$ cat config.mk
export PLATFORM = sky130hd
export DESIGN_NAME = lpac_top
export DESIGN_NICKNAME = d
export VERILOG_FILES = /design/src/hdl/lpac_pkg.sv /design/src/hdl/lpac_page_if.sv /design/src/hdl/lpac_page_core.sv /design/src/hdl/lpac_top.sv
export VERILOG_INCLUDE_DIRS = /design/src /design/src/hdl
export SDC_FILE = /design/constraint.sdc
export NUM_CORES = 1
export LEC_CHECK = 0
export BUFFER_PORTS_ARGS = -buffer_cell sky130_fd_sc_hd__buf_2
export CAP_MARGIN = 40
export CORE_MARGIN = 5
export CORE_UTILIZATION = 58
export DETAILED_ROUTE_END_ITERATION = 10
export GPL_TIMING_DRIVEN = 1
export PLACE_DENSITY = 0.83
export SLEW_MARGIN = 20
export SYNTH_ARGS = -nofsm -noshare
export SYNTH_HDL_FRONTEND = slang
export SYNTH_HIERARCHICAL = 1
export SYNTH_SLANG_ARGS = --single-unit
export TNS_END_PERCENT = 10
$ cat constraint.sdc
create_clock -name clock -period 2.44 [get_ports clock]
set_input_delay 0.366 -clock clock [delete_from_list [all_inputs] [get_ports clock]]
set_output_delay 0.366 -clock clock [all_outputs]
set_load 0.01 [all_outputs]
$ cat src/hdl/lpac_cfg.svh
// constants for the link partner ability capture block
// assumes inclusion by bare name from the package and the design files
`ifndef LPAC_CFG_SVH
`define LPAC_CFG_SVH
`define LPAC_ADDR_W 5
`define LPAC_OFF_ABILITY 5'h05
`define LPAC_OFF_CTRL 5'h10
`define LPAC_OFF_STATUS 5'h11
`define LPAC_WORD_RST 16'h0000
`define LPAC_BIT_NP 15
`define LPAC_BIT_ACK 14
`define LPAC_BIT_FAULT 13
`define LPAC_BIT_RSVD 12
`define LPAC_BIT_ASYM 11
`define LPAC_BIT_PAUSE 10
`define LPAC_BIT_T4 9
`define LPAC_BIT_TXFD 8
`define LPAC_BIT_TX 7
`define LPAC_BIT_TENFD 6
`define LPAC_BIT_TEN 5
`define LPAC_BIT_MP 13
`define LPAC_BIT_TOGGLE 11
`define LPAC_SEL_802_3 5'h01
`endif

$ cat src/hdl/lpac_pkg.sv
// types for the link partner ability capture block
// assumes lpac_cfg.svh is on the include path
`include "lpac_cfg.svh"
package lpac_pkg;
    typedef enum logic [2:0]
    {
        LPAC_IDLE = 3'b001,
        LPAC_BASE = 3'b010,
        LPAC_NEXT = 3'b100
    } lpac_view_t;
endpackage : lpac_pkg

$ cat src/hdl/lpac_page_if.sv
// carrier between the capture core and the top-level register block
// assumes one clock shared by both modules
`timescale 1ns/100ps
interface lpac_page_if;
    logic [15:0] shownWord;
    logic nextView;
    logic selIs8023;
    logic pageCount;
    modport core (output shownWord, output nextView, output selIs8023, output pageCount);
    modport top (input shownWord, input nextView, input selIs8023, input pageCount);
endinterface : lpac_page_if

$ cat src/hdl/lpac_page_core.sv
// capture core: latches received link code words into base and next views
// assumes page strobes are one-cycle pulses synchronous to clock
`timescale 1ns/100ps
`include "lpac_cfg.svh"
module lpac_page_core
(
    input wire logic clock,
    input wire logic rst_b,
    input wire logic [15:0] rxCodeWord,
    input wire logic pageReceived,
    input wire logic isNextPage,
    input wire logic anComplete,
    input wire logic nextPageEn,
    lpac_page_if.core pg
);
    logic [15:0] baseWord_q;
    logic [15:0] nextWord_q;
    logic haveNext_q;
    lpac_pkg::lpac_view_t view_q;
    lpac_pkg::lpac_view_t view_d;
    wire logic takeBase;
    wire logic takeNext;
    wire logic [15:0] cleanWord;

    // reserved base bit is forced low on capture; word accepted only on page strobe
    assign cleanWord = isNextPage ? rxCodeWord
                       : (rxCodeWord & ~(16'h0001 << `LPAC_BIT_RSVD));
    assign takeBase = pageReceived & ~isNextPage;
    assign takeNext = pageReceived & isNextPage & nextPageEn;

    // view choice: next page shown only after completion with next pages enabled
    always_comb
    begin
        case (view_q)
            lpac_pkg::LPAC_IDLE: view_d = takeBase ? lpac_pkg::LPAC_BASE : lpac_pkg::LPAC_IDLE;
            lpac_pkg::LPAC_BASE: view_d = (anComplete & nextPageEn & haveNext_q)
                                          ? lpac_pkg::LPAC_NEXT : lpac_pkg::LPAC_BASE;
            lpac_pkg::LPAC_NEXT: view_d = (takeBase | ~nextPageEn)
                                          ? lpac_pkg::LPAC_BASE : lpac_pkg::LPAC_NEXT;
            default: view_d = lpac_pkg::LPAC_IDLE;
        endcase
    end

    // page holding registers, hardware loaded only
    always_ff @(posedge clock or negedge rst_b)
    begin
        if (!rst_b)
        begin
            baseWord_q <= `LPAC_WORD_RST;
            nextWord_q <= `LPAC_WORD_RST;
            haveNext_q <= 1'b0;
            view_q <= lpac_pkg::LPAC_IDLE;
        end
        else
        begin
            if (takeBase)
                baseWord_q <= cleanWord;
            if (takeNext)
                nextWord_q <= cleanWord;
            haveNext_q <= takeBase ? 1'b0 : (haveNext_q | takeNext);
            view_q <= view_d;
        end
    end

    assign pg.nextView = (view_q == lpac_pkg::LPAC_NEXT);
    assign pg.shownWord = pg.nextView ? nextWord_q : baseWord_q;
    assign pg.selIs8023 = (baseWord_q[4:0] == `LPAC_SEL_802_3);
    assign pg.pageCount = pageReceived;

    AST_BASE_HOLD: assert property (@(posedge clock) disable iff (!rst_b)
        !pageReceived |=> $stable(baseWord_q))
        else $error("base word changed without a page");
    AST_RSVD_ZERO: assert property (@(posedge clock) disable iff (!rst_b)
        !pg.nextView |-> pg.shownWord[`LPAC_BIT_RSVD] == 1'b0)
        else $error("reserved bit reads one");
    AST_NEXT_GATED: assert property (@(posedge clock) disable iff (!rst_b)
        $rose(pg.nextView) |-> $past(anComplete) && $past(nextPageEn))
        else $error("next view without completion");
endmodule : lpac_page_core

$ cat src/hdl/lpac_top.sv
// link partner ability capture: register view of received partner pages
// assumes a simple strobe register port with read data one cycle later
//
// Overview of operation
// - partner abilities readable at offset 0x05, read only
// - after completion with next pages enabled, show received next page
// - bit 15 shows partner next page request in both views
// - bit 14 shows partner acknowledge
// - acknowledge bit loaded by hardware from received bursts only
// - bit 13 shows partner remote fault
// - bit 12 reserved, reads zero in base view, software writes zero
// - bit 11 shows partner asymmetric pause
// - bit 10 shows partner symmetric pause
// - bit 9 shows partner four pair fast ability
// - bit 8 shows partner fast copper full duplex
// - bit 7 shows partner fast copper half duplex
// - bit 6 shows partner ten full duplex
// - bit 5 shows partner ten half duplex
// - bits 4:0 partner selector, all fields reset to zero
// - selector 00001 means 802.3 station
// - next view bits 10:0 carry code, message when bit 13 set
// - next view bit 11 reports partner toggle
`timescale 1ns/100ps
`include "lpac_cfg.svh"
module lpac_top
(
    input wire logic clock,
    input wire logic rst_b,
    input wire logic [4:0] regAddr,
    input wire logic [15:0] regWrData,
    input wire logic regWrite,
    input wire logic regRead,
    output logic [15:0] regRdData,
    input wire logic [15:0] rxCodeWord,
    input wire logic pageReceived,
    input wire logic isNextPage,
    input wire logic anComplete,
    output logic partnerIs8023,
    output logic nextViewShown
);
    lpac_page_if pg();
    logic nextPageEn_q;
    logic [7:0] pageCnt_q;
    logic [15:0] rdData_q;
    logic is8023_q;
    logic nextShown_q;
    wire logic hitAbility;
    wire logic hitCtrl;
    wire logic hitStatus;
    wire logic [15:0] rdMux;
    wire logic [15:0] statusWord;

    lpac_page_core lpac_page_core_i
    (
        .clock(clock),
        .rst_b(rst_b),
        .rxCodeWord(rxCodeWord),
        .pageReceived(pageReceived),
        .isNextPage(isNextPage),
        .anComplete(anComplete),
        .nextPageEn(nextPageEn_q),
        .pg(pg)
    );

    // address decode
    assign hitAbility = (regAddr == `LPAC_OFF_ABILITY);
    assign hitCtrl = (regAddr == `LPAC_OFF_CTRL);
    assign hitStatus = (regAddr == `LPAC_OFF_STATUS);
    assign statusWord = {6'h00, pg.selIs8023, pg.nextView, pageCnt_q};

    // read selection; ability word passes whole, each bit is partner field except base reserved bit 12
    assign rdMux = hitAbility ? pg.shownWord
                 : hitCtrl ? {15'h0000, nextPageEn_q}
                 : hitStatus ? statusWord
                 : 16'h0000;

    // control write: ability word ignores writes (bit 14 included)
    always_ff @(posedge clock or negedge rst_b)
    begin
        if (!rst_b)
            nextPageEn_q <= 1'b0;
        else if (regWrite && hitCtrl)
            nextPageEn_q <= regWrData[0];
    end

    // received page counter, wraps
    always_ff @(posedge clock or negedge rst_b)
    begin
        if (!rst_b)
            pageCnt_q <= 8'h00;
        else if (pg.pageCount)
            pageCnt_q <= pageCnt_q + 8'h01;
    end

    // registered outputs
    always_ff @(posedge clock or negedge rst_b)
    begin
        if (!rst_b)
        begin
            rdData_q <= 16'h0000;
            is8023_q <= 1'b0;
            nextShown_q <= 1'b0;
        end
        else
        begin
            rdData_q <= regRead ? rdMux : 16'h0000;
            is8023_q <= pg.selIs8023;
            nextShown_q <= pg.nextView;
        end
    end

    assign regRdData = rdData_q;
    assign partnerIs8023 = is8023_q;
    assign nextViewShown = nextShown_q;

    AST_READ_ABILITY: assert property (@(posedge clock) disable iff (!rst_b)
        (regRead && hitAbility) |=> regRdData == $past(pg.shownWord))
        else $error("ability read mismatch");
    AST_ACK_NOWRITE: assert property (@(posedge clock) disable iff (!rst_b)
        (regWrite && !pageReceived) |=> $stable(pg.shownWord) || $changed(pg.nextView))
        else $error("ability word changed by write");
    AST_RSVD_READ: assert property (@(posedge clock) disable iff (!rst_b)
        (regRead && hitAbility && !pg.nextView) |=> regRdData[`LPAC_BIT_RSVD] == 1'b0)
        else $error("reserved bit read as one");
    AST_BASE_LOAD: assert property (@(posedge clock) disable iff (!rst_b)
        (pageReceived && !isNextPage && !pg.nextView && !anComplete)
        |=> pg.shownWord[15:13] == $past(rxCodeWord[15:13]))
        else $error("top bits not captured");
    AST_FIELDS_LOAD: assert property (@(posedge clock) disable iff (!rst_b)
        (pageReceived && !isNextPage && !pg.nextView && !anComplete)
        |=> pg.shownWord[11:0] == $past(rxCodeWord[11:0]))
        else $error("ability fields not captured");
    AST_NEXT_FIELDS: assert property (@(posedge clock) disable iff (!rst_b)
        (pageReceived && isNextPage && nextPageEn_q && pg.nextView)
        |=> pg.shownWord == $past(rxCodeWord))
        else $error("next page not captured");
    AST_SEL_FLAG: assert property (@(posedge clock) disable iff (!rst_b)
        pg.selIs8023 |=> partnerIs8023)
        else $error("selector flag not reported");
    AST_NO_NEXT_OFF: assert property (@(posedge clock) disable iff (!rst_b)
        !nextPageEn_q |-> ##1 !pg.nextView)
        else $error("next view while disabled");
    AST_IDLE_READ: assert property (@(posedge clock) disable iff (!rst_b)
        !regRead |=> regRdData == 16'h0000)
        else $error("read data outside read slot");

    COV_BASE: cover property (@(posedge clock) disable iff (!rst_b)
        pageReceived && !isNextPage);
    COV_NEXT_VIEW: cover property (@(posedge clock) disable iff (!rst_b)
        $rose(pg.nextView));
    COV_READ_ABILITY: cover property (@(posedge clock) disable iff (!rst_b)
        regRead && hitAbility && pg.shownWord != 16'h0000);
endmodule : lpac_top

# Word-level counts from Yosys, hierarchy flattened
# Cells that the tools add are included.
# totals
reg_bits,63
in_bits,44
output_inout_bits,18
# classes
add_sub_neg,1
eq_ne,7
n_mux,11
bitwise,9
reduce_logical,1
# op_table
operator,n
16-bit 2-to-1 mux,3
10-bit 2-to-1 mux,2
13-bit 2-to-1 mux,1
5-bit equality test (second input constant),2
3-bit one-hot mux with 3 select lines,1
8-bit by 1-bit adder with 8-bit output (second input constant),1
3-bit 2-to-1 mux,2
1-bit AND,5
5-bit by 1-bit equality test with 1-bit output (second input constant),1
5-bit by 3-bit equality test with 1-bit output (second input constant),1
3-bit by 1-bit equality test with 1-bit output (second input constant),1
3-bit by 2-bit equality test with 1-bit output (second input constant),1
3-bit equality test (second input constant),1
2-bit 2-to-1 mux,1
1-bit inverter,2
1-bit bitwise OR,2
1-bit logical AND,1
1-bit 2-to-1 mux,1

# Logic depth before layout (Yosys ltp)
# Gate-level depths: netlist of the first run.
# logic_depth
word_depth,5
ltp_mapped,5
depth_no_buf,5

# Cells and area by module
# Netlist of the first run, hierarchy kept.
# by_module_without_submodules
mod,n_inst,cells_each,area_each_um2,seq_area_each_um2
lpac_page_core,1,143,1690.4,902.1
lpac_top,1,78,1088.5,675.6

# Least setup slack after synthesis of the first run
# OpenSTA, ideal clock, no wires.
# synth_path
path_kind,register to register
from,reg lpac_page_core_i.view_q[0]
to,"reg rdData_q[6], in the netlist regRdData[6]"
arrival_time_ps,1403
required_time_ps,2319
path_slack_ps,916
path_stages_with_launch,6
cell_sequence,dfstp_2 > nand2b_4 > nor2_8 > buf_12 > mux2_4 > a22o_2
# synth_via
elab_chain_cells,4
# synth_lines
element,line_no,source
from (decl),lpac_page_core.sv:19,lpac_pkg::lpac_view_t view_q;
from (signal assigned),lpac_page_core.sv:52,view_q <= lpac_pkg::LPAC_IDLE;
from (signal assigned),lpac_page_core.sv:61,view_q <= view_d;
3-bit equality test,lpac_page_core.sv:65,assign pg.nextView = (view_q == lpac_pkg::LPAC_NEXT);
named net pg.nextView,lpac_page_if.sv:6,logic nextView;
16-bit 2-to-1 mux,lpac_page_core.sv:66,assign pg.shownWord = pg.nextView ? nextWord_q : baseWord_q;
named net pg.shownWord[6],lpac_page_if.sv:5,logic [15:0] shownWord;
16-bit 2-to-1 mux,lpac_top.sv:72,assign rdMux = hitAbility ? pg.shownWord
16-bit 2-to-1 mux,lpac_top.sv:106,rdData_q <= regRead ? rdMux : 16'h0000;
to (signal assigned),lpac_top.sv:106,
to (decl),lpac_top.sv:44,logic [15:0] rdData_q;
# The timed path passes the listed nets, and every way through them passes these cells.
# A chain may end at the register's enable or synchronous reset.

# Final worst setup path of the first run
# layout_path
from,reg lpac_page_core_i.view_q[2]
to,"reg rdData_q[0], in the netlist regRdData[0]"
# Same word-level chain as after synthesis.

==> results of run 1 <==
[report_power, final]
part	internal, W	leakage, nW	switching (W)
clock network	0.000573	0.104	0.000367
logic	0.000264	0.758	0.000182
registers	0.00128	0.805	0.000198
total	0.00212	1.67	0.000747
[critical path, delay by kind of cell (launching register included)]
kind	cells	cell delay [ns]
flip-flops	1	0.47
AO/OA/AOI/OAI	2	0.46
AND/OR/NAND/NOR	2	0.44
multiplexers	1	0.38
[routing by layer]
metal  GRT usage  vias up
li1            -      865
met1       0.239      898
met2       0.342       42
met3      0.0420       15
met4       0.105        0
met5           0        -
[stage by stage]
stage,setup WS [ns],utilization,area (um2)
final,0.549,0.691,3240
after floorplan,0.916,-,2780
after CTS,0.539,0.691,3240
after detailed placement,0.595,0.647,3040
after global placement,0.591,0.647,3040
after global routing,0.436,0.691,3240
[area by class of cell]
| type | instances | share of cell area |
|---|---|---|
| flip-flops and latches | 63 | 0.486 |
| clock buffers | 12 | 0.0417 |
| repair buffers | 51 | 0.0826 |
| multi-input cells | 148 | 0.346 |
| inverters | 1 | 0.00116 |
| clock inverters | 4 | 0.0216 |
| well taps | 54 | 0.0208 |
[sequential cells by signal, indices dropped and copies added, names as in the netlist]
register                     count
lpac_page_core_i/nextWord_q     16
pageCnt_q                        8
lpac_page_core_i/baseWord_q     16
nextViewShown                    1
partnerIs8023                    1
lpac_page_core_i/haveNext_q      1
lpac_page_core_i/view_q          3
nextPageEn_q                     1
regRdData                       16
[cell usage after synthesis]
| cell type | n |
|---|---|
| nor3b_2 | 1 |
| o221ai_1 | 1 |
| nand4b_1 | 1 |
| mux2_2 | 25 |
| nor2b_1 | 2 |
| and3b_1 | 2 |
| o22ai_1 | 1 |
| xor2_1 | 3 |
| a21oi_1 | 1 |
| buf_4 | 2 |
| nor4_1 | 1 |
| o21ai_0 | 4 |
| and3_1 | 2 |
| nand2_1 | 49 |
| and2_1 | 8 |
| a22o_2 | 4 |
| and4bb_2 | 1 |
| a22o_1 | 5 |
| or2b_1 | 2 |
| nor3_4 | 1 |
| nor2_8 | 1 |
| nand3_2 | 1 |
| nor2_1 | 4 |
| dfstp_2 | 1 |
| clkbuf_1 | 1 |
| xnor2_1 | 5 |
| dfrtp_1 | 62 |
| nand2b_4 | 1 |
| nand3_1 | 2 |
| nand2b_1 | 2 |
| nand4_1 | 5 |
| buf_2 | 3 |
| o41ai_1 | 1 |
| nand3b_4 | 1 |
| inv_1 | 1 |
| mux2_4 | 9 |
| buf_12 | 1 |
| or2b_2 | 1 |
| buf_6 | 2 |
| ha_1 | 1 |
[worst paths after layout]
path / cells past startpoint / startpoint / end / slack (ns)
max in group asynchronous: 2 / rst_b / lpac_page_core_i/nextWord_q[15] / 1.73
setup / recovery: 5 / lpac_page_core_i/view_q[2] / regRdData[0] / 0.55
hold / removal: 1 / rst_b / lpac_page_core_i/view_q[2] / 0.03
min in group clock: 3 / rxCodeWord[13] / lpac_page_core_i/baseWord_q[13] / 0.24
hold reg to reg: 2 / lpac_page_core_i/baseWord_q[5] / lpac_page_core_i/baseWord_q[5] / 0.48
setup reg to reg: 5 / lpac_page_core_i/view_q[2] / regRdData[0] / 0.55
[logic make-up (layout without fill, tap and decap cells)]
logic type / after synthesis / count (layout) / synth area share
mux: 34 / 34 / 0.150
xor+xnor: 8 / 8 / 0.0252
simple gates: 88 / 88 / 0.176
flops: 63 / 63 / 0.568
buf+inv: 10 / 68 / 0.0288
compound gates: 17 / 17 / 0.0477
fa+ha+maj: 1 / 1 / 0.00450
[cells in the final DEF, fill, tap and decap left out, drive strengths merged, types with 2 or more instances in the layout]
cell type and n:
dfrtp 62, buf 51, nand2 49, mux2 34, clkbuf 12, a22o 9
and2 8, nand4 5, xnor2 5, nor2 5, o21ai 4, xor2 3
nand2b 3, or2b 3, nand3 3, nor2b 2, and3b 2, and3 2
clkinv 2, bufinv 2
==> reports/summary.txt, run 1 <==
LEAKAGE: 1.67 nW
Final period util: 0.775
Fin. Hold Viols: 0
Worst Setup Start Kind: flip-flop
Mapped Nets: 266
Core Region: 4690 um2
DR iter-0 viols: 89
WL met3: 211 um
root buf cell: clkbuf_8
Mean Syn Cell Area: 12.6 um2
clk_skew: 0.00422 ns
share of layout cells above drive strength 1: 0.398
Setup crit end kind: flip-flop
num rows: 25
IR drop worst, VDD: 0.559 mV
WP data arrival: 2.09 ns
post-synthesis sequential area ratio: 0.568
Max FO, Critical Path: 18
clk sinks: 63
Yosys top cell area share: 0.558
CP Cell Sequence: nand2b_4 -> nor2_8 -> mux2_2 -> o41ai_1 -> a21oi_1
Post-Synthesis Cell Area: 2780 um2
routed length on met1: 2.28 mm
hold_ws: 0.0292 ns
Slew Viols, Final: 0
postcts setup bufs: 0
Port Buffer Count: 46
routed vias: 1820
Final ANT Viol Nets: 0
Ant. Diodes: 0
Reg area: 1580 um2
Worst Tran Pin Value: 0.602 ns
Req. time, crit path: 2.64 ns
Final Critical Period: 1.89 ns
YS warnings: 6
Die ar.: 6280 um2
met2 routed WL: 2.82 mm
vias in the first global route: 1956
Fmax: 529 MHz
H-tree levels: 3
Overall Power: 0.00287 W
footprint of the multi-input gates: 1120 um2
fill count: 326
Post-CTS Hold Buffers: 0
CTS max path bufs: 2
Initial Utilization: 0.592
vias per std cell: 5.47
status: completed
Worst path max stage delay: 0.47 ns
largest net degree at the start of global routing: 27
post-route DRC violation count: 0
CTS tree: built
global placer's final weighted congestion: 0.794
Top Ports: 62
GRT Util Overall: 0.201
crit path kind: flip-flop to flip-flop
global-route wire length before repair: 9.47 mm
DP Cell Count: 317
setup TNS: 0 ns
cell taking the most area after synthesis: dfrtp_1
GRT overflow: 0
Die H: 79.2 um
Syn-to-layout area delta: 16.7%
Finished Layout Cells: 333
Syn Inst Count: 221
WL final: 5.44 mm
HPWL reported at the end of detailed placement: 3.73 mm
unique cell type count in the Yosys netlist: 40
Wirelength per Cell: 16.3 um
DR top layer: met4
DR pass1 iterations: 4
Slowest-stage cell, CP: dfrtp_1
# resized after CTS: 0
final setup fails: 0
RSZ-0062 raised after global routing: false
worst hold-check path type: input pin to async pin
Die X: 79.2 um
CTS Buf Count: 9
initial antenna violation count: 0
slew margin rel.: 0.597
CTS clk-pin slew, worst paths: 0.06 ns
top cells by area, synth: dfrtp_1, mux2_2, nand2_1
NumNets Final: 319
max cap viols: 0
PwrDens: 884 nW/um2
Synth Register Bits: 63
Worst-Skew Late Latency: 0.33 ns
Power figures use the tool's default switching activity.
==> run 2: changes to the inputs <==
--- a/config.mk
+++ b/config.mk
@@ -9,10 +9,10 @@
 export BUFFER_PORTS_ARGS = -buffer_cell sky130_fd_sc_hd__buf_2
 export CAP_MARGIN = 40
 export CORE_MARGIN = 5
-export CORE_UTILIZATION = 58
+export CORE_UTILIZATION = 53
 export DETAILED_ROUTE_END_ITERATION = 10
 export GPL_TIMING_DRIVEN = 1
-export PLACE_DENSITY = 0.83
+export PLACE_DENSITY = 0.76
 export SLEW_MARGIN = 20
 export SYNTH_ARGS = -nofsm -noshare
 export SYNTH_HDL_FRONTEND = slang
==> constraint.sdc (replaced) <==
create_clock -name clock -period 1.85 [get_ports clock]
set_input_delay 0.2775 -clock clock [delete_from_list [all_inputs] [get_ports clock]]
set_output_delay 0.2775 -clock clock [all_outputs]
set_load 0.01 [all_outputs]
==> run 2 against run 1 <==
Compared with the run above:
- sequential power grew 31%
- critical path depth is the same
- first-iteration DRC count grew 72%
- worst hold slack gained 0.12 ns
- maximum frequency grew 17%
- cell area grew 2.3%
- global-route usage shrank 2.1 points
- largest power group unchanged
==> reports/summary.txt, run 2 (same netlist as run 1, synthesis figures left out) <==
status: completed
Top Ports: 62
root buf cell: clkbuf_8
PwrDens: 1130 nW/um2
Initial Utilization: 0.544
Ant. Diodes: 0
NumNets Final: 322
num rows: 26
CTS Buf Count: 9
global placer's final weighted congestion: 0.749
commonest non-fill, non-tap cell in the layout: dfrtp_1
worst hold path cell count: 3
vias in the first global route: 1838
Syn-to-layout area delta: 19.4%
routed vias: 1791
final worst slack: 0.239 ns
GRT Max-Usage Layer: met2
Final Critical Period: 1.61 ns
FF-to-FF End: regRdData[0]
Wirelength per Cell: 14.8 um
initial antenna violation count: 0
Max FO, Critical Path: 5
hold_ws: 0.152 ns
M2 GR Usage: 0.281
Post-CTS Hold Buffers: 1
post-layout util: 0.649
Req. time, crit path: 2.05 ns
CTS max path bufs: 2
Worst Setup Start Kind: flip-flop
RSZ-0062 raised after global routing: false
CTS tree: built
Fmax: 621 MHz
vias per std cell: 5.09
GRT overflow: 0
DP Worst Slack: 0.252 ns
Die H: 82.4 um
Slowest-stage cell, CP: dfstp_2
post-route DRC violation count: 0
IR drop worst, VDD: 0.620 mV
crit path from: lpac_page_core_i/view_q[0]
Worst-Skew Late Latency: 0.33 ns
Slew Viols, Final: 0
Final period util: 0.871
clk sinks: 63
Overall Power: 0.00375 W
# resized after CTS: 0
Fin. Hold Viols: 0
GRT Util Overall: 0.179
WL final: 5.21 mm
met3 GRT Util: 0.0499
WHS Endpoint: lpac_page_core_i/baseWord_q[6]
Core Region: 5110 um2
R2R depth: 5
Worst path max stage delay: 0.56 ns
HPWL reported at the end of detailed placement: 3.52 mm
DR iter-0 viols: 153
CTS clk-pin slew, worst paths: 0.07 ns
Setup crit end kind: flip-flop
Die ar.: 6790 um2
H-tree levels: 3
global-route wire length before repair: 8.90 mm
LEAKAGE: 1.69 nW
CP Cell Sequence: nand2b_4 -> nor2_8 -> mux2_2 -> o41ai_1 -> a21oi_1
Port Buffer Count: 46
Die X: 82.4 um
commonest non-fill, non-tap cells in the layout: dfrtp_1, nand2_1, buf_2
setup TNS: 0 ns
M1 GR Usage: 0.226
max cap viols: 0
FF-to-FF Start: lpac_page_core_i/view_q[0]
final setup fails: 0
WP data arrival: 1.81 ns
largest net degree at the start of global routing: 64
slew margin rel.: 0.779
DR pass1 iterations: 4
Hold Crit Start: rxCodeWord[6]
clk_skew: 0.00706 ns
postcts setup bufs: 0
Reg2Reg Setup Slack: 0.24 ns
worst hold-check path type: input pin to flip-flop
Worst Tran Pin Value: 0.331 ns
share of layout cells above drive strength 1: 0.408
Final ANT Viol Nets: 0
crit path kind: flip-flop to flip-flop
[run 2: cell types whose count changed in the layout (fill, tap and decap cells not counted), sizes merged]
| cell | before | now |
|---|---|---|
| buf | 51 | 53 |
| dlygate4sd3 | 0 | 1 |
| bufinv | 2 | 1 |
| clkbuf | 12 | 13 |
[run 2: cell type report]
| class | instances | area (um2) |
|---|---|---|
| clock inverters | 3 | 40.0 |
| multi-input cells | 148 | 1120 |
| clock buffers | 13 | 169 |
| inverters | 1 | 3.75 |
| flip-flops and latches | 63 | 1580 |
| well taps | 70 | 87.6 |
| fillers | 388 | 1790 |
| repair buffers | 54 | 318 |
[run 2: metal layers]
metal	share of wire	vias to the layer above
met5	0	-
met4	0.023	0
met3	0.045	13
met2	0.51	37
met1	0.42	872
li1	-	869
[run 2: through the flow]
step | cells | area, um2
after CTS | 352 | 3320
after global placement | 335 | 3100
after detailed placement | 335 | 3100
after floorplan | 221 | 2780
after global routing | 352 | 3320
final | 352 | 3320
[run 2: worst max path at each step]
stage | endpoint | slack (ns) | cells after the start
6_report | regRdData[0] | 0.24 | 5
5_1_grt | regRdData[0] | 0.21 | 5
4_1_cts | regRdData[0] | 0.23 | 5
3_5_place_dp | regRdData[0] | 0.25 | 5
3_3_place_gp | regRdData[0] | 0.25 | 5
2_1_floorplan | regRdData[6] | 0.33 | 5
[run 2: where the power goes]
part	total [W]	switching [W]	internal [W]	leakage [nW]
logic	0.000585	0.000231	0.000354	0.780
clock network	0.00122	0.000489	0.000729	0.109
registers	0.00194	0.000252	0.00169	0.805
[run 2: critical path: cells and delay by family (launching register included)]
family / cells / cell delay [ns]
DFF: 1 / 0.56
muxes: 1 / 0.29
and+or+nand+nor: 2 / 0.21
AOI/OAI and AO/OA: 2 / 0.41
